**config.mk**
```make
export PLATFORM = sky130hd
export DESIGN_NAME = lcdc_segment_lcd_controller
export DESIGN_NICKNAME = d
export VERILOG_FILES = /design/src/lcdc_pkg.sv /design/src/lcdc_disp_mem.sv /design/src/lcdc_segment_lcd_controller.sv
export SDC_FILE = /design/constraint.sdc
export NUM_CORES = 1
export LEC_CHECK = 0
export ABC_AREA = 0
export CELL_PAD_IN_SITES_DETAIL_PLACEMENT = 0
export CELL_PAD_IN_SITES_GLOBAL_PLACEMENT = 1
export CORE_UTILIZATION = 50
export CTS_BUF_LIST = sky130_fd_sc_hd__clkbuf_4 sky130_fd_sc_hd__clkbuf_8 sky130_fd_sc_hd__clkbuf_16
export DETAILED_ROUTE_END_ITERATION = 16
export DONT_BUFFER_PORTS = 1
export PLACE_DENSITY_LB_ADDON = 0.2
export SLEW_MARGIN = 5
export SYNTH_ARGS = -nofsm -noshare
export SYNTH_HDL_FRONTEND = slang
export SYNTH_SLANG_ARGS = --single-unit
```
**constraint.sdc**
```tcl
create_clock -name i_clock -period 2.5 [get_ports i_clock]
set_clock_uncertainty 0.05 [all_clocks]
set_input_delay 0.125 -clock i_clock [delete_from_list [all_inputs] [get_ports i_clock]]
set_output_delay 0.125 -clock i_clock [all_outputs]
set_load 0.01 [all_outputs]
```
**src/lcdc_pkg.sv**
```systemverilog
// Constants and types shared by the segment LCD controller files
package lcdc_pkg;

  // ----------------------------------------------------------------
  // Register bus map
  // ----------------------------------------------------------------
  localparam int unsigned AXI_ADDR_WIDTH   = 12;
  localparam logic [11:0] CTRL_ADDR        = 12'h000;
  localparam logic [11:0] PAGE_ADDR        = 12'h004;
  // Display window indexes; byte address is four times the index
  localparam logic [9:0]  DISP_FIRST_INDEX = 10'h100;
  localparam logic [9:0]  DISP_LAST_INDEX  = 10'h124;
  localparam logic [1:0]  RESP_OKAY        = 2'h0;
  localparam logic [1:0]  RESP_SLVERR      = 2'h2;

  // ----------------------------------------------------------------
  // Control fields and reset values
  // ----------------------------------------------------------------
  localparam int unsigned RATE_LSB   = 0;
  localparam int unsigned DUTY_LSB   = 2;
  localparam int unsigned ENABLE_BIT = 4;
  localparam logic [7:0]  CTRL_RESET = 8'h00;
  localparam logic [7:0]  CTRL_MASK  = 8'h1f;
  localparam logic [7:0]  PAGE_RESET = 8'h00;
  localparam logic [7:0]  DISP_PAGE  = 8'h01;

  // ----------------------------------------------------------------
  // Panel geometry and scan counts
  // ----------------------------------------------------------------
  localparam int unsigned SEG_COUNT    = 37;
  localparam int unsigned COM_COUNT    = 4;
  localparam int unsigned DISP_DEPTH   = 37;
  localparam logic [5:0]  SEG_LAST     = 6'h24;
  localparam logic [5:0]  FETCH_LAST   = 6'h25;
  localparam logic [8:0]  BASE_DIV_MIN = 9'h020;

  typedef enum logic [1:0] {
    DUTY_STATIC  = 2'b00,
    DUTY_HALF    = 2'b01,
    DUTY_THIRD   = 2'b10,
    DUTY_QUARTER = 2'b11
  } lcdc_duty_type;

  typedef enum logic [1:0] {
    ST_OFF   = 2'b00,
    ST_FETCH = 2'b01,
    ST_WAIT  = 2'b10
  } lcdc_state_type;

  typedef enum logic [1:0] {
    DEC_NONE = 2'b00,
    DEC_CTRL = 2'b01,
    DEC_PAGE = 2'b10,
    DEC_DISP = 2'b11
  } lcdc_dec_type;

endpackage

```
**src/lcdc_disp_mem.sv**
```systemverilog
// Display data memory with one write port and two registered read ports
`timescale 1ns/1ns
`default_nettype none

module lcdc_disp_mem #(
  parameter int unsigned DEPTH = 37,
  parameter int unsigned WIDTH = 8,
  parameter int unsigned AW    = 6
) (
  input  wire logic             i_clock,
  input  wire logic             i_rst,
  input  wire logic             i_wr_en,
  input  wire logic [AW-1:0]    i_wr_addr,
  input  wire logic [WIDTH-1:0] i_wr_data,
  input  wire logic [AW-1:0]    i_cpu_addr,
  output logic      [WIDTH-1:0] o_cpu_data,
  input  wire logic [AW-1:0]    i_scan_addr,
  output logic      [WIDTH-1:0] o_scan_data
);

  logic [WIDTH-1:0] mem_q [DEPTH];

  // Contents have no reset, as ordinary data memory
  always_ff @(posedge i_clock) begin
    if (i_wr_en && (i_wr_addr < AW'(DEPTH))) begin
      mem_q[i_wr_addr] <= i_wr_data;
    end
  end

  always_ff @(posedge i_clock) begin
    if (i_rst) begin
      o_cpu_data <= '0;
    end else if (i_cpu_addr < AW'(DEPTH)) begin
      o_cpu_data <= mem_q[i_cpu_addr];
    end else begin
      o_cpu_data <= '0;
    end
  end

  always_ff @(posedge i_clock) begin
    if (i_rst) begin
      o_scan_data <= '0;
    end else if (i_scan_addr < AW'(DEPTH)) begin
      o_scan_data <= mem_q[i_scan_addr];
    end else begin
      o_scan_data <= '0;
    end
  end

endmodule

`default_nettype wire

```
**src/lcdc_segment_lcd_controller.sv**
```systemverilog
// Segment LCD controller: AXI4-Lite registers, display memory, common/segment scan
//
// The AXI4-Lite register port and the placing of the registers were left to the implementer.
`timescale 1ns/1ns
`default_nettype none

module lcdc_segment_lcd_controller
  import lcdc_pkg::*;
(
  input  wire logic                      i_clock,
  input  wire logic                      i_rst,
  input  wire logic                      i_sub_clock,
  input  wire logic [AXI_ADDR_WIDTH-1:0] i_s_axi_awaddr,
  input  wire logic [2:0]                i_s_axi_awprot,
  input  wire logic                      i_s_axi_awvalid,
  output logic                           o_s_axi_awready,
  input  wire logic [31:0]               i_s_axi_wdata,
  input  wire logic [3:0]                i_s_axi_wstrb,
  input  wire logic                      i_s_axi_wvalid,
  output logic                           o_s_axi_wready,
  output logic [1:0]                     o_s_axi_bresp,
  output logic                           o_s_axi_bvalid,
  input  wire logic                      i_s_axi_bready,
  input  wire logic [AXI_ADDR_WIDTH-1:0] i_s_axi_araddr,
  input  wire logic [2:0]                i_s_axi_arprot,
  input  wire logic                      i_s_axi_arvalid,
  output logic                           o_s_axi_arready,
  output logic [31:0]                    o_s_axi_rdata,
  output logic [1:0]                     o_s_axi_rresp,
  output logic                           o_s_axi_rvalid,
  input  wire logic                      i_s_axi_rready,
  output logic [SEG_COUNT-1:0]           o_segment_outputs,
  output logic [COM_COUNT-1:0]           o_common_outputs,
  output logic                           o_frame_polarity
);

  // ----------------------------------------------------------------
  // Address decode
  // ----------------------------------------------------------------
  function automatic lcdc_dec_type decode(input logic [11:0] addr, input logic [7:0] page);
    logic [9:0] idx;
    idx = addr[11:2];
    if (idx == CTRL_ADDR[11:2]) begin
      decode = DEC_CTRL;
    end else if (idx == PAGE_ADDR[11:2]) begin
      decode = DEC_PAGE;
    end else if (idx >= DISP_FIRST_INDEX && idx <= DISP_LAST_INDEX && page == DISP_PAGE) begin
      decode = DEC_DISP;
    end else begin
      decode = DEC_NONE;
    end
  endfunction

  function automatic logic [5:0] disp_index(input logic [11:0] addr);
    logic [9:0] off;
    off = addr[11:2] - DISP_FIRST_INDEX;
    disp_index = off[5:0];
  endfunction

  logic [7:0]     display_control_reg_q;
  logic [7:0]     ram_page_select_q;
  logic           aw_full_q;
  logic           w_full_q;
  logic [11:0]    waddr_q;
  logic [7:0]     wdata_q;
  logic           wstrb0_q;
  logic           bvalid_q;
  logic [1:0]     bresp_q;
  logic           rwait_q;
  logic           rvalid_q;
  lcdc_dec_type   rdec_q;
  logic [31:0]    rdata_q;
  logic [1:0]     rresp_q;
  logic [7:0]     cpu_rd_data;
  logic [7:0]     scan_rd_data;

  lcdc_dec_type   wr_dec;
  logic           do_write;
  logic           ar_hs;
  logic           ctrl_wr;
  logic           mem_wr;

  assign o_s_axi_awready = !aw_full_q && !bvalid_q;
  assign o_s_axi_wready  = !w_full_q && !bvalid_q;
  assign o_s_axi_arready = !rwait_q && !rvalid_q;
  assign o_s_axi_bvalid  = bvalid_q;
  assign o_s_axi_bresp   = bresp_q;
  assign o_s_axi_rvalid  = rvalid_q;
  assign o_s_axi_rdata   = rdata_q;
  assign o_s_axi_rresp   = rresp_q;

  assign wr_dec   = decode(waddr_q, ram_page_select_q);
  assign do_write = aw_full_q && w_full_q;
  assign ar_hs    = i_s_axi_arvalid && o_s_axi_arready;
  assign ctrl_wr  = do_write && wr_dec == DEC_CTRL && wstrb0_q;
  assign mem_wr   = do_write && wr_dec == DEC_DISP && wstrb0_q;

  // ----------------------------------------------------------------
  // Write channel
  // ----------------------------------------------------------------
  // Address and data may arrive in either order; each is parked
  always_ff @(posedge i_clock) begin
    if (i_rst) begin
      aw_full_q <= 1'b0;
      waddr_q   <= '0;
    end else if (i_s_axi_awvalid && o_s_axi_awready) begin
      aw_full_q <= 1'b1;
      waddr_q   <= i_s_axi_awaddr;
    end else if (do_write) begin
      aw_full_q <= 1'b0;
    end
  end

  always_ff @(posedge i_clock) begin
    if (i_rst) begin
      w_full_q <= 1'b0;
      wdata_q  <= '0;
      wstrb0_q <= 1'b0;
    end else if (i_s_axi_wvalid && o_s_axi_wready) begin
      w_full_q <= 1'b1;
      wdata_q  <= i_s_axi_wdata[7:0];
      wstrb0_q <= i_s_axi_wstrb[0];
    end else if (do_write) begin
      w_full_q <= 1'b0;
    end
  end

  always_ff @(posedge i_clock) begin
    if (i_rst) begin
      bvalid_q <= 1'b0;
      bresp_q  <= RESP_OKAY;
    end else if (do_write) begin
      bvalid_q <= 1'b1;
      bresp_q  <= (wr_dec == DEC_NONE) ? RESP_SLVERR : RESP_OKAY;
    end else if (i_s_axi_bready) begin
      bvalid_q <= 1'b0;
    end
  end

  always_ff @(posedge i_clock) begin
    if (i_rst) begin
      display_control_reg_q <= CTRL_RESET;
    end else if (ctrl_wr) begin
      display_control_reg_q <= wdata_q & CTRL_MASK;
    end
  end

  always_ff @(posedge i_clock) begin
    if (i_rst) begin
      ram_page_select_q <= PAGE_RESET;
    end else if (do_write && wr_dec == DEC_PAGE && wstrb0_q) begin
      ram_page_select_q <= wdata_q;
    end
  end

  // ----------------------------------------------------------------
  // Read channel
  // ----------------------------------------------------------------
  // One wait cycle covers the registered memory read
  always_ff @(posedge i_clock) begin
    if (i_rst) begin
      rwait_q <= 1'b0;
      rdec_q  <= DEC_NONE;
    end else if (ar_hs) begin
      rwait_q <= 1'b1;
      rdec_q  <= decode(i_s_axi_araddr, ram_page_select_q);
    end else begin
      rwait_q <= 1'b0;
    end
  end

  always_ff @(posedge i_clock) begin
    if (i_rst) begin
      rvalid_q <= 1'b0;
      rdata_q  <= '0;
      rresp_q  <= RESP_OKAY;
    end else if (rwait_q) begin
      rvalid_q <= 1'b1;
      rresp_q  <= (rdec_q == DEC_NONE) ? RESP_SLVERR : RESP_OKAY;
      case (rdec_q)
        DEC_CTRL: begin
          rdata_q <= {24'h000000, display_control_reg_q};
        end
        DEC_PAGE: begin
          rdata_q <= {24'h000000, ram_page_select_q};
        end
        DEC_DISP: begin
          rdata_q <= {24'h000000, cpu_rd_data};
        end
        default: begin
          rdata_q <= '0;
        end
      endcase
    end else if (i_s_axi_rready) begin
      rvalid_q <= 1'b0;
    end
  end

  // ----------------------------------------------------------------
  // Sub clock sampling and frame base divider
  // ----------------------------------------------------------------
  logic         sub_meta_q;
  logic         sub_sync_q;
  logic         sub_prev_q;
  logic         sub_tick;
  logic         disp_en;
  logic [7:0]   div_last;
  logic [7:0]   div_cnt_q;
  logic         base_tick;
  logic [1:0]   com_last;

  always_ff @(posedge i_clock) begin
    if (i_rst) begin
      sub_meta_q <= 1'b0;
      sub_sync_q <= 1'b0;
      sub_prev_q <= 1'b0;
    end else begin
      sub_meta_q <= i_sub_clock;
      sub_sync_q <= sub_meta_q;
      sub_prev_q <= sub_sync_q;
    end
  end

  // scan timed from sub clock only
  assign sub_tick  = sub_sync_q && !sub_prev_q;
  assign disp_en   = display_control_reg_q[ENABLE_BIT];
  assign div_last  = 8'((BASE_DIV_MIN << display_control_reg_q[RATE_LSB +: 2]) - 9'h001);
  // Greater-or-equal keeps a lowered ratio from running a full wrap
  assign base_tick = disp_en && sub_tick && (div_cnt_q >= div_last);
  assign com_last  = display_control_reg_q[DUTY_LSB +: 2];

  always_ff @(posedge i_clock) begin
    if (i_rst || !disp_en) begin
      div_cnt_q <= '0;
    end else if (base_tick) begin
      div_cnt_q <= '0;
    end else if (sub_tick) begin
      div_cnt_q <= div_cnt_q + 8'h01;
    end
  end

  // ----------------------------------------------------------------
  // Display fetch and common scan
  // ----------------------------------------------------------------
  lcdc_state_type       state_q;
  logic [5:0]           fetch_cnt_q;
  logic                 rd_valid_q;
  logic [5:0]           rd_idx_q;
  logic [SEG_COUNT-1:0] seg_shadow_q;
  logic [1:0]           next_com_q;
  logic                 tick_pend_q;
  logic                 latch;

  assign latch = (state_q == ST_WAIT) && tick_pend_q;

  // no low power input gates this machine
  always_ff @(posedge i_clock) begin
    if (i_rst || !disp_en) begin
      state_q     <= ST_OFF;
      fetch_cnt_q <= '0;
    end else begin
      case (state_q)
        ST_OFF: begin
          state_q     <= ST_FETCH;
          fetch_cnt_q <= '0;
        end
        ST_FETCH: begin
          if (fetch_cnt_q == FETCH_LAST) begin
            state_q <= ST_WAIT;
          end
          fetch_cnt_q <= fetch_cnt_q + 6'h01;
        end
        ST_WAIT: begin
          if (latch) begin
            state_q     <= ST_FETCH;
            fetch_cnt_q <= '0;
          end
        end
        default: begin
          state_q <= ST_OFF;
        end
      endcase
    end
  end

  // Tick set wins over its own clear
  always_ff @(posedge i_clock) begin
    if (i_rst || !disp_en) begin
      tick_pend_q <= 1'b0;
    end else if (base_tick) begin
      tick_pend_q <= 1'b1;
    end else if (latch) begin
      tick_pend_q <= 1'b0;
    end
  end

  always_ff @(posedge i_clock) begin
    if (i_rst) begin
      rd_valid_q <= 1'b0;
      rd_idx_q   <= '0;
    end else begin
      rd_valid_q <= (state_q == ST_FETCH) && (fetch_cnt_q <= SEG_LAST);
      rd_idx_q   <= fetch_cnt_q;
    end
  end

  always_ff @(posedge i_clock) begin
    if (i_rst) begin
      seg_shadow_q <= '0;
    end else if (rd_valid_q) begin
      seg_shadow_q[rd_idx_q] <= scan_rd_data[next_com_q];
    end
  end

  // ascending commons, wrapping at the duty
  always_ff @(posedge i_clock) begin
    if (i_rst || !disp_en) begin
      next_com_q <= '0;
    end else if (latch) begin
      next_com_q <= (next_com_q >= com_last) ? 2'h0 : next_com_q + 2'h1;
    end
  end

  always_ff @(posedge i_clock) begin
    if (i_rst || !disp_en) begin
      o_segment_outputs <= '0;
      o_common_outputs  <= '0;
      o_frame_polarity  <= 1'b0;
    end else if (latch) begin
      // shown pattern is the freshly fetched one
      o_segment_outputs <= seg_shadow_q;
      // next common index picks the one active common
      o_common_outputs  <= 4'h1 << next_com_q;
      if (next_com_q == 2'h0) begin
        o_frame_polarity <= !o_frame_polarity;
      end
    end
  end

  lcdc_disp_mem #(
    .DEPTH (DISP_DEPTH),
    .WIDTH (8),
    .AW    (6)
  ) u_mem (
    .i_clock     (i_clock),
    .i_rst       (i_rst),
    .i_wr_en     (mem_wr),
    .i_wr_addr   (disp_index(waddr_q)),
    .i_wr_data   (wdata_q),
    .i_cpu_addr  (disp_index(i_s_axi_araddr)),
    .o_cpu_data  (cpu_rd_data),
    .i_scan_addr (fetch_cnt_q),
    .o_scan_data (scan_rd_data)
  );

  // ----------------------------------------------------------------
  // Checks
  // ----------------------------------------------------------------
  logic [8:0] hlp_subs_q;
  logic       hlp_ok_q;

  always_ff @(posedge i_clock) begin
    if (i_rst || !disp_en || ctrl_wr) begin
      hlp_subs_q <= '0;
      hlp_ok_q   <= 1'b0;
    end else if (base_tick) begin
      hlp_subs_q <= '0;
      hlp_ok_q   <= 1'b1;
    end else if (sub_tick) begin
      hlp_subs_q <= hlp_subs_q + 9'h001;
    end
  end

  property p_ctrl_reset;
    @(posedge i_clock) disable iff (i_rst)
    $fell(i_rst) |-> display_control_reg_q == CTRL_RESET && !o_common_outputs[0];
  endproperty
  a_ctrl_reset: assert property (p_ctrl_reset) else $error("control not cleared");

  property p_rate_write;
    @(posedge i_clock) disable iff (i_rst)
    ctrl_wr |=> display_control_reg_q[1:0] == $past(wdata_q[1:0]);
  endproperty
  a_rate_write: assert property (p_rate_write) else $error("rate field not stored");

  property p_divide;
    @(posedge i_clock) disable iff (i_rst)
    base_tick && hlp_ok_q |-> hlp_subs_q == {1'b0, div_last};
  endproperty
  a_divide: assert property (p_divide) else $error("base divide ratio wrong");

  property p_sub_source;
    @(posedge i_clock) disable iff (i_rst)
    $changed(div_cnt_q) && disp_en && $past(disp_en)
      |-> $past(sub_sync_q) && !$past(sub_prev_q);
  endproperty
  a_sub_source: assert property (p_sub_source) else $error("base tick without sub edge");

  property p_off;
    @(posedge i_clock) disable iff (i_rst)
    !disp_en |=> o_segment_outputs == '0 && o_common_outputs == '0 && state_q == ST_OFF;
  endproperty
  a_off: assert property (p_off) else $error("outputs live while disabled");

  property p_ascend;
    @(posedge i_clock) disable iff (i_rst)
    $changed(o_common_outputs) && o_common_outputs != 4'h1 && $past(disp_en)
      |-> o_common_outputs == ($past(o_common_outputs) << 1);
  endproperty
  a_ascend: assert property (p_ascend) else $error("commons not ascending");

  // Duty rewrite may overshoot one slot, so the next wrap is excused
  logic hlp_duty_q;

  always_ff @(posedge i_clock) begin
    if (i_rst) begin
      hlp_duty_q <= 1'b0;
    end else if (ctrl_wr && wdata_q[DUTY_LSB +: 2] != com_last) begin
      hlp_duty_q <= 1'b1;
    end else if (latch && next_com_q == 2'h0) begin
      hlp_duty_q <= 1'b0;
    end
  end

  property p_wrap;
    @(posedge i_clock) disable iff (i_rst)
    $changed(o_common_outputs) && o_common_outputs == 4'h1 && $past(o_common_outputs) != 4'h0
      && $stable(display_control_reg_q) && !$past(hlp_duty_q)
      |-> $past(o_common_outputs) == (4'h1 << com_last);
  endproperty
  a_wrap: assert property (p_wrap) else $error("frame length not duty");

  property p_fetch_len;
    @(posedge i_clock) disable iff (i_rst)
    $rose(state_q == ST_FETCH) && disp_en |-> ##38 (state_q != ST_FETCH);
  endproperty
  a_fetch_len: assert property (p_fetch_len) else $error("fetch length wrong");

  property p_page_gate;
    @(posedge i_clock) disable iff (i_rst)
    ar_hs && i_s_axi_araddr[11:2] == DISP_FIRST_INDEX && ram_page_select_q != DISP_PAGE
      |-> ##2 o_s_axi_rvalid && o_s_axi_rresp == RESP_SLVERR;
  endproperty
  a_page_gate: assert property (p_page_gate) else $error("display read outside page");

endmodule

`default_nettype wire

```
==> results of run 1 <==
## worst paths after layout
check	startpoint	end	slack [ns]	depth (start not counted)
max	ram_page_select_q[7]	u_mem.mem_q[19][6]	0.10	9
min	i_s_axi_araddr[7]	rdec_q[0]	0.02	4
max reg2reg	ram_page_select_q[7]	u_mem.mem_q[19][6]	0.10	9
min reg2reg	sub_meta_q	sub_sync_q	0.39	1
## repair_timing
item / 4_1_cts / 5_1_grt
hold endpoints to repair: 108 / 0
gates resized for setup: 0 / 4
hold buffers: 49 / 0
endpoints found under the setup margin: 0 / 188
setup buffers: 0 / 3
## synthesized netlist by cell type, types with 8 or more instances
cell,number
inv_1,10
o21ai_0,36
mux4_1,21
a22oi_1,10
dfxtp_1,169
mux2_2,10
buf_1,11
a211oi_1,14
nand4_1,9
nand2b_1,13
mux2i_1,53
o22ai_1,11
nand3_1,25
nor2_1,112
nor2b_1,17
a21oi_1,136
nor3_1,11
nand2_1,214
a31oi_1,8
ha_1,13
mux4_2,82
edfxtp_1,296
buf_2,15
buf_4,29
clkbuf_1,57
## metrics by stage
stage | total power, mW | instance area [µm²] | hold slack (ns) | instances | util
after global routing | 16.4 | 22600 | 0.0225 | 2130 | 0.583
after floorplan | 8.90 | 19800 | 0.203 | 1508 | -
final | 16.0 | 22600 | 0.0150 | 2130 | 0.583
after detailed placement | 8.98 | 20500 | 0.156 | 1991 | 0.528
after global placement | 8.97 | 20500 | 0.154 | 1991 | 0.528
after CTS | 16.1 | 22500 | 0.00198 | 2128 | 0.582
## sequential cells by signal, indices dropped and copies added (netlist names), 8 cells and up
name	count
div_cnt_q	8
u_mem.o_cpu_data	8
u_mem.mem_q	296
ram_page_select_q	8
wdata_q	8
waddr_q	10
o_s_axi_rdata	8
seg_shadow_q	37
o_segment_outputs	37
## final cells by class
type / count / share of cell area
tap: 518 / 0.0287
multi-input combinational: 912 / 0.303
clock inverter: 22 / 0.00749
sequential: 465 / 0.544
inverter: 11 / 0.00183
clock buffer: 66 / 0.0618
timing repair buffer: 136 / 0.0536
## worst max-delay path, stage by stage, from the launching register on
cell and delay, ns:
dfxtp_1 0.32, nor4b_1 0.38, buf_4 0.19, nand4_1 0.17, nor3b_1 0.23, buf_4 0.16, nand3b_1 0.08, buf_4 0.17
nor2_1 0.15, buf_4 0.19
## power by group through the flow
stage / registers [mW] / clock network, mW / logic, mW
2_1_floorplan: 8.45 / 0 / 0.451
3_3_place_gp: 8.43 / 0 / 0.546
3_5_place_dp: 8.43 / 0 / 0.555
4_1_cts: 8.26 / 7.16 / 0.661
5_1_grt: 8.26 / 7.43 / 0.710
6_report: 8.26 / 7.04 / 0.669
## metal layers
metal  vias to the layer above  routed length (µm)
met5                         -                   0
met2                       410               24000
met1                      6185               19700
li1                       5693                   -
met4                         0                1620
met3                        90                2850
## cells by family (layout without fill, tap and decap cells)
kind of cell,count (synthesis),count (layout),synth area share
muxes,166,166,0.154
DFF,465,465,0.623
adders and majority gates,13,13,0.00826
and+or+nand+nor,447,447,0.101
other,1,26,0.000190
xor gates and xnor gates,8,8,0.00356
AOI/OAI and AO/OA,252,252,0.0741
buffers and inverters,131,235,0.0358
==> results.toml, run 1 <==
[global_route]
grt_pass1_vias = 12200
globalRouteMet3Util = 0.0443
antenna_found_initial = 0
grt_pass1_wl_um = 73700
grt_max_degree = 99
grt-busiest-layer = "met2"
overflow = 0
met1_usage = 0.317
grt_use_total = 0.243
use_met2 = 0.406

[die]
fp.dieH_um = 200
core_um2 = 38700
die_area_um2 = 40200
placementRows = 72
die_w_um = 200
io_pins = 157
start_util = 0.509

[power_and_ir_drop]
p_switching_mw = 3.37
switching_share = 0.211
p_comb_frac = 0.042
p_leak_nw = 7.48
cellPowerDensity_nw_per_um2 = 708
clkPwrFrac = 0.441
p_seq_frac = 0.517
power.internal_mw = 12.6
vdd_drop_max_mv = 0.603

[synth]
ys_warn_count = 0
synth_cells = 1483
synth_top_area_frac = 0.451
synth_area_um2 = 19700
synth_area_per_cell_um2 = 13.3
async_reset_ff_frac = 0
synth_edf_count = 296
ys_top_cells_by_area = "edfxtp_1, dfxtp_1, mux4_2, nand2_1, a21oi_1"
synth_cell_types = 63
synth_seq_cells = 465
yosysSeqAreaShare = 0.623
synth_top_area_cell = "edfxtp_1"
synth-main-ff-cell = "edfxtp_1"

[finish]
fill_cells = 3093
layout_commonest_cell = "edfxtp_1"
n_antenna_cell = 0
register_area_um2 = 12300
area_delta_synth_final_pct = 14.6
layout.nets = 1660
multi_input_area_um2 = 6830
final_cell_mix = "edfxtp_1, nand2_1, dfxtp_1, a21oi_1, nor2_1"
drive_gt1_frac = 0.171

[cts]
clk_pin_slew_ns = 0.06
clock_latency_ns = 0.59
cts-buffers-inserted = 47
cts.sinks = 465
clockBufferDepth = 3
cts_tree = "done"
htreeDepth = 2
clock-root-buffer = "clkbuf_16"

[worst_setup_path]
worstPathMaxFanout = 8
crit_type = "reg -> reg"
cp.required_ns = 2.74
cp.arrival_ns = 2.64
crit_path_start_kind = "register"
cp-end-kind = "register"

[routing]
drtPass1Iterations = 5
routedWlPerCell_um = 22.6
drc = 0
viasPerCell = 5.81
drt.antenna.violating_nets = 0
vias = 12400
drt_iter0_drc = 1071
wirelength_um = 48200

[min_path]
min_path_type = "in -> reg"

[timing]
finalSetupViolations = 0
final.min_clock_period_ns = 2.40
final.setup.tns_ns = 0
min_period_over_period = 0.958
worst_slew_pin_slew_ns = 0.859
slew_headroom = 0.426
fmax_mhz = 417
worst_slack_ns = 0.104
maxSlewViolCount = 0
hold_viol = 0

[placement]
hpwl_um = 30200
portBuffers = 0
post-place-ws_ns = 0.0455
gp_congestion = 0.796

[run]
maxCapViolations = 0

[outcome]
status = "finished clean"
No activity file was read; power rests on OpenSTA's default activity.
==> inputs of run 2 (changes only) <==
--- a/config.mk
+++ b/config.mk
@@ -8,7 +8,7 @@
 export ABC_AREA = 0
 export CELL_PAD_IN_SITES_DETAIL_PLACEMENT = 0
 export CELL_PAD_IN_SITES_GLOBAL_PLACEMENT = 1
-export CORE_UTILIZATION = 50
+export CORE_UTILIZATION = 52
 export CTS_BUF_LIST = sky130_fd_sc_hd__clkbuf_4 sky130_fd_sc_hd__clkbuf_8 sky130_fd_sc_hd__clkbuf_16
 export DETAILED_ROUTE_END_ITERATION = 16
 export DONT_BUFFER_PORTS = 1
==> run 2 against run 1 <==
Compared with the run above: sequential cell count unchanged; clock power down 6.0%; global-route usage up 0.67 points; highest routed layer unchanged.
==> results.toml, run 2 (synthesized netlist as in run 1, its figures left out) <==
[outcome]
status = "finished clean"

[power_and_ir_drop]
p_comb_frac = 0.043
power.internal_mw = 12.3
p_seq_frac = 0.531
cellPowerDensity_nw_per_um2 = 690
clkPwrFrac = 0.426
switching_share = 0.208
p_leak_nw = 7.52
power_mw = 15.6
vdd_drop_max_mv = 0.735
p_switching_mw = 3.23

[die]
die_w_um = 197
core_um2 = 37000
start_util = 0.533
die_area_um2 = 38700
fp.dieH_um = 197
io_pins = 157
placementRows = 70

[routing]
top_layer_used = "met4"
vias = 12300
drc = 0
route.met3.wl_um = 2450
routedWlPerCell_um = 22.1
drt.antenna.violating_nets = 0
drt_iter0_drc = 904
met2_length_um = 23100
viasPerCell = 5.78
drt-met1-wl_um = 19900
wirelength_um = 46900
drtPass1Iterations = 5

[run]
maxCapViolations = 0

[worst_setup_path]
critPathLaunch = "u_mem.mem_q[27][0]"
worstPathMaxFanout = 2
cpPeakStageDelay_ns = 0.62
cp.required_ns = 2.91
r2r-start = "u_mem.mem_q[27][0]"
ff2ff_setup_slack_ns = 0.07
crit_path_start_kind = "register"
worstPathCellList = "mux4_2 > a22o_1 > a211oi_1 > a31oi_1 > dlygate4sd3_1 > o21a_1"
cp.depth = 6
rr_worst_depth = 6
path_buf_inv = 1
timing.rr.end = "u_mem.o_cpu_data[0]"
crit_type = "reg -> reg"
cp.arrival_ns = 2.84
cpLargestDelayFamily = "compound AO/OA/AOI/OAI gates"
cp-end-kind = "register"
cpMaxStageDelayCell = "dlygate4sd3_1"

[global_route]
antenna_found_initial = 0
grt_use_total = 0.249
grt_max_degree = 100
overflow = 0
grt_pass1_vias = 11900
grt_pass1_wl_um = 71600

[cts]
clock_latency_ns = 0.58
htreeDepth = 2
cts-buffers-inserted = 46
clockBufferDepth = 3
cts.sinks = 465
clock-root-buffer = "clkbuf_16"
clk_pin_slew_ns = 0.06
cts_tree = "done"

[finish]
reg.largest.list = "u_mem.mem_q (296), o_segment_outputs (37), seg_shadow_q (37)"
finalCoreUtilization = 0.610
drive_gt1_frac = 0.176
largest-register = "u_mem.mem_q"
layout.nets = 1667
area_delta_synth_final_pct = 14.4
fill_cells = 2889
largest_reg_flops = 296
layout_commonest_cell = "edfxtp_1"
final_cell_mix = "edfxtp_1, nand2_1, dfxtp_1, a21oi_1, nor2_1"

[min_path]
min_delay_path_depth = 3
min_to = "u_mem.o_cpu_data[7]"
min_path_type = "in -> reg"
worst_hold_startpoint = "i_s_axi_araddr[6]"

[placement]
gp_congestion = 0.852
hpwl_um = 29900
portBuffers = 0

[timing]
maxSlewViolCount = 0
final.min_clock_period_ns = 2.43
hold_viol = 0
rsz0062_at_grt = "no"
fmax_mhz = 411
hold-worst-slack_ns = 0.0379
worst_slew_pin_slew_ns = 0.798
min_period_over_period = 0.973
finalSetupViolations = 0
slew_headroom = 0.464
final.setup.tns_ns = 0
## run 2: tightest hold or removal path, stage by stage
cell and delay [ns]:
or3b_2 0.25, or4_1 0.16, a21boi_1 0.06
## run 2: metrics by stage
step / instances / cell area [µm²] / setup slack (ns)
detailed placement: 1980 / 20500 / 0.00709
CTS: 2119 / 22500 / 0.0284
floorplan: 1508 / 19800 / 0.253
global placement: 1980 / 20500 / 0.0525
finish: 2121 / 22500 / 0.0676
global route: 2120 / 22500 / 0.00531
## run 2: how the worst max path moves through the flow
stage	end	slack (ns)
detailed placement	u_mem.mem_q[30][4]	0.007
global route	u_mem.mem_q[12][3]	0.005
global placement	u_mem.mem_q[30][6]	0.05
CTS	waddr_q[7]	0.03
finish	u_mem.o_cpu_data[0]	0.07
floorplan	u_mem.mem_q[10][0]	0.25
## run 2: power by group through the flow
stage                     logic, mW  registers [mW]  clock network (mW)
final                         0.674            8.26                6.62
after detailed placement      0.554            8.42                   0
after floorplan               0.451            8.45                   0
after global routing          0.721            8.26                7.04
after CTS                     0.667            8.26                6.74
after global placement        0.545            8.42                   0
## run 2: layer usage
metal  global-route usage  vias up
li1                     -     5697
met4               0.0927        0
met1                0.332     6147
met3               0.0399       72
met5                    0        -
met2                0.414      351
## run 2: repair_timing
item	in CTS	in global routing
endpoints found under the hold margin	113	0
pin swaps	0	1
hold buffers	55	0
gates resized for setup	1	13
buffers inserted	0	2
setup endpoints to repair	5	230
## run 2: area by class of cell
type	instances	area, µm²	share of cell area
flip-flops and latches	465	12300	0.544
multi-input cells	912	6860	0.304
clock buffers	66	1340	0.0593
repair buffers	144	1280	0.0569
well taps	504	631	0.0280
clock inverters	18	115	0.00511
inverters	11	41.3	0.00183
diodes	1	2.50	0.000111
==> inputs of run 3 (changes only) <==
--- a/config.mk
+++ b/config.mk
@@ -13,6 +13,7 @@
 export DETAILED_ROUTE_END_ITERATION = 16
 export DONT_BUFFER_PORTS = 1
 export PLACE_DENSITY_LB_ADDON = 0.2
+export SKIP_LAST_GASP = 1
 export SLEW_MARGIN = 5
 export SYNTH_ARGS = -nofsm -noshare
 export SYNTH_HDL_FRONTEND = slang
==> constraint.sdc (replaced) <==
create_clock -name i_clock -period 2.5 [get_ports i_clock]
set_clock_uncertainty 0.05 [all_clocks]
set_input_delay 0.25 -clock i_clock [delete_from_list [all_inputs] [get_ports i_clock]]
set_output_delay 0.25 -clock i_clock [all_outputs]
set_load 0.01 [all_outputs]
==> run 3 against run 2 <==
Compared with the run above: maximum frequency rose by 0.86%; via count fell by 0.87%; register-to-register slack improved by 0.02 ns; critical path depth rose by 1; final area fell by 1.3%; non-clock buffer count fell by 28; core utilization fell by 0.81 points; sequential cell count did not move; hold slack got worse by 0.013 ns; worst setup slack improved by 0.021 ns; global-route usage barely moved; sequential share of layout area rose by 0.73 points; critical path type unchanged.
==> results.toml, run 3 (synthesized netlist as in run 1, its figures left out) <==
[worst_setup_path]
cpMaxStageDelayCell = "nor4_1"
cpPeakStageDelay_ns = 0.46
crit_path_frequent_cell = "buf_4"
cp-end-kind = "register"
cp.required_ns = 2.71
worstPathMaxFanout = 8
worstPathCellList = "nor4_1 > nand4_1 > nor3b_1 > buf_4 > nand3b_1 > nor2_1 > buf_4"
cp.arrival_ns = 2.62
path_buf_inv = 2
cpLargestDelayFamily = "simple AND/OR/NAND/NOR gates"
crit_type = "reg -> reg"
crit_path_start_kind = "register"
ff2ff_setup_slack_ns = 0.09

[power_and_ir_drop]
p_comb_frac = 0.041
power.internal_mw = 12.2
p_seq_frac = 0.536
clkPwrFrac = 0.423
power_mw = 15.4
switching_share = 0.205
p_switching_mw = 3.16
cellPowerDensity_nw_per_um2 = 693
p_leak_nw = 7.36
vdd_drop_max_mv = 0.647

[timing]
rsz0062_at_grt = "no"
fmax_mhz = 415
final.min_clock_period_ns = 2.41
slew_headroom = 0.449
finalSetupViolations = 0
worst_slew_pin_slew_ns = 0.821
final.setup.tns_ns = 0
min_period_over_period = 0.965
maxSlewViolCount = 0
hold_viol = 0

[finish]
finalCoreUtilization = 0.602
drive_gt1_frac = 0.165
area_delta_synth_final_pct = 12.9
stdcell_area_um2 = 22200
final_cell_mix = "edfxtp_1, nand2_1, dfxtp_1, a21oi_1, nor2_1"
reg.largest.list = "u_mem.mem_q (296), o_segment_outputs (37), seg_shadow_q (37)"
largest_reg_flops = 296
layout_commonest_cell = "edfxtp_1"
n_antenna_cell = 0
register_area_um2 = 12300
fill_cells = 2929
multi_input_area_um2 = 6830
largest-register = "u_mem.mem_q"
layout.nets = 1639

[cts]
clk_pin_slew_ns = 0.06
cts.sinks = 465
cts_tree = "done"
clock-root-buffer = "clkbuf_16"
htreeDepth = 2
clock_latency_ns = 0.58
clockBufferDepth = 3
cts-buffers-inserted = 46

[die]
placementRows = 70
fp.dieH_um = 197
die_w_um = 197
die_area_um2 = 38700
io_pins = 157
core_um2 = 37000
start_util = 0.533

[routing]
vias = 12200
routedWlPerCell_um = 22.4
drtPass1Iterations = 5
drt.antenna.violating_nets = 0
drt_iter0_drc = 1035
wirelength_um = 46900
drc = 0
viasPerCell = 5.82

[placement]
hpwl_um = 29700
placed_cell_area_um2 = 20400
gp_congestion = 0.840
portBuffers = 0

[global_route]
grt_pass1_vias = 11900
antenna_found_initial = 0
grt_use_total = 0.249
overflow = 0
grt_pass1_wl_um = 71400
grt_max_degree = 100

[min_path]
min_path_type = "in -> reg"

[outcome]
status = "finished clean"

[run]
maxCapViolations = 0
## run 3: per-layer routing
metal / track usage / vias up / wire length (µm)
li1: - / 5635 / -
met1: 0.332 / 6052 / 19500
met2: 0.416 / 385 / 23200
met3: 0.0438 / 88 / 2780
met4: 0.0821 / 0 / 1460
met5: 0 / - / 0
## run 3: what timing repair did
action / in CTS / in global routing
gates resized for setup: 0 / 3
hold endpoints to repair: 111 / 0
endpoints found under the setup margin: 0 / 173
hold buffers: 34 / 0
setup buffers: 0 / 2
## run 3: final cells by class
| cell class | count | area share |
|---|---|---|
| clock buffers | 70 | 0.0618 |
| clock inverters | 13 | 0.00248 |
| inverters | 11 | 0.00186 |
| multi-input cells | 912 | 0.307 |
| flip-flops and latches | 465 | 0.552 |
| well taps | 504 | 0.0284 |
| repair buffers | 116 | 0.0466 |
## run 3: path summary, 6_finish.rpt
check,start,end,cells after the start
worst min register to register,seg_shadow_q[14],o_segment_outputs[14],2
worst max-delay path,ram_page_select_q[3],u_mem.mem_q[13][0],7
worst min-delay path,i_s_axi_araddr[4],u_mem.o_cpu_data[2],3
worst max register to register,ram_page_select_q[3],u_mem.mem_q[13][0],7
## run 3: worst register-to-register path: cells and delay by family (launching register included)
kind / cells / cell delay [ns]
buf+inv: 2 / 0.40
flops: 1 / 0.32
simple gates: 5 / 1.33
## run 3: power by group through the flow
stage          logic, mW  registers, mW  clock network, mW
5_1_grt            0.669           8.26               6.95
3_5_place_dp       0.547           8.43                  0
3_3_place_gp       0.540           8.42                  0
6_report           0.627           8.26               6.52
4_1_cts            0.623           8.26               6.65
2_1_floorplan      0.451           8.45                  0
## run 3: stage by stage
step | setup slack [ns] | hold WS [ns] | cells
after floorplan | 0.253 | 0.328 | 1508
after global placement | 0.0919 | 0.278 | 1972
after detailed placement | 0.0845 | 0.278 | 1972
after CTS | 0.0621 | 0.00287 | 2089
after global routing | 0.00396 | 0.00389 | 2091
final | 0.0883 | 0.0252 | 2091
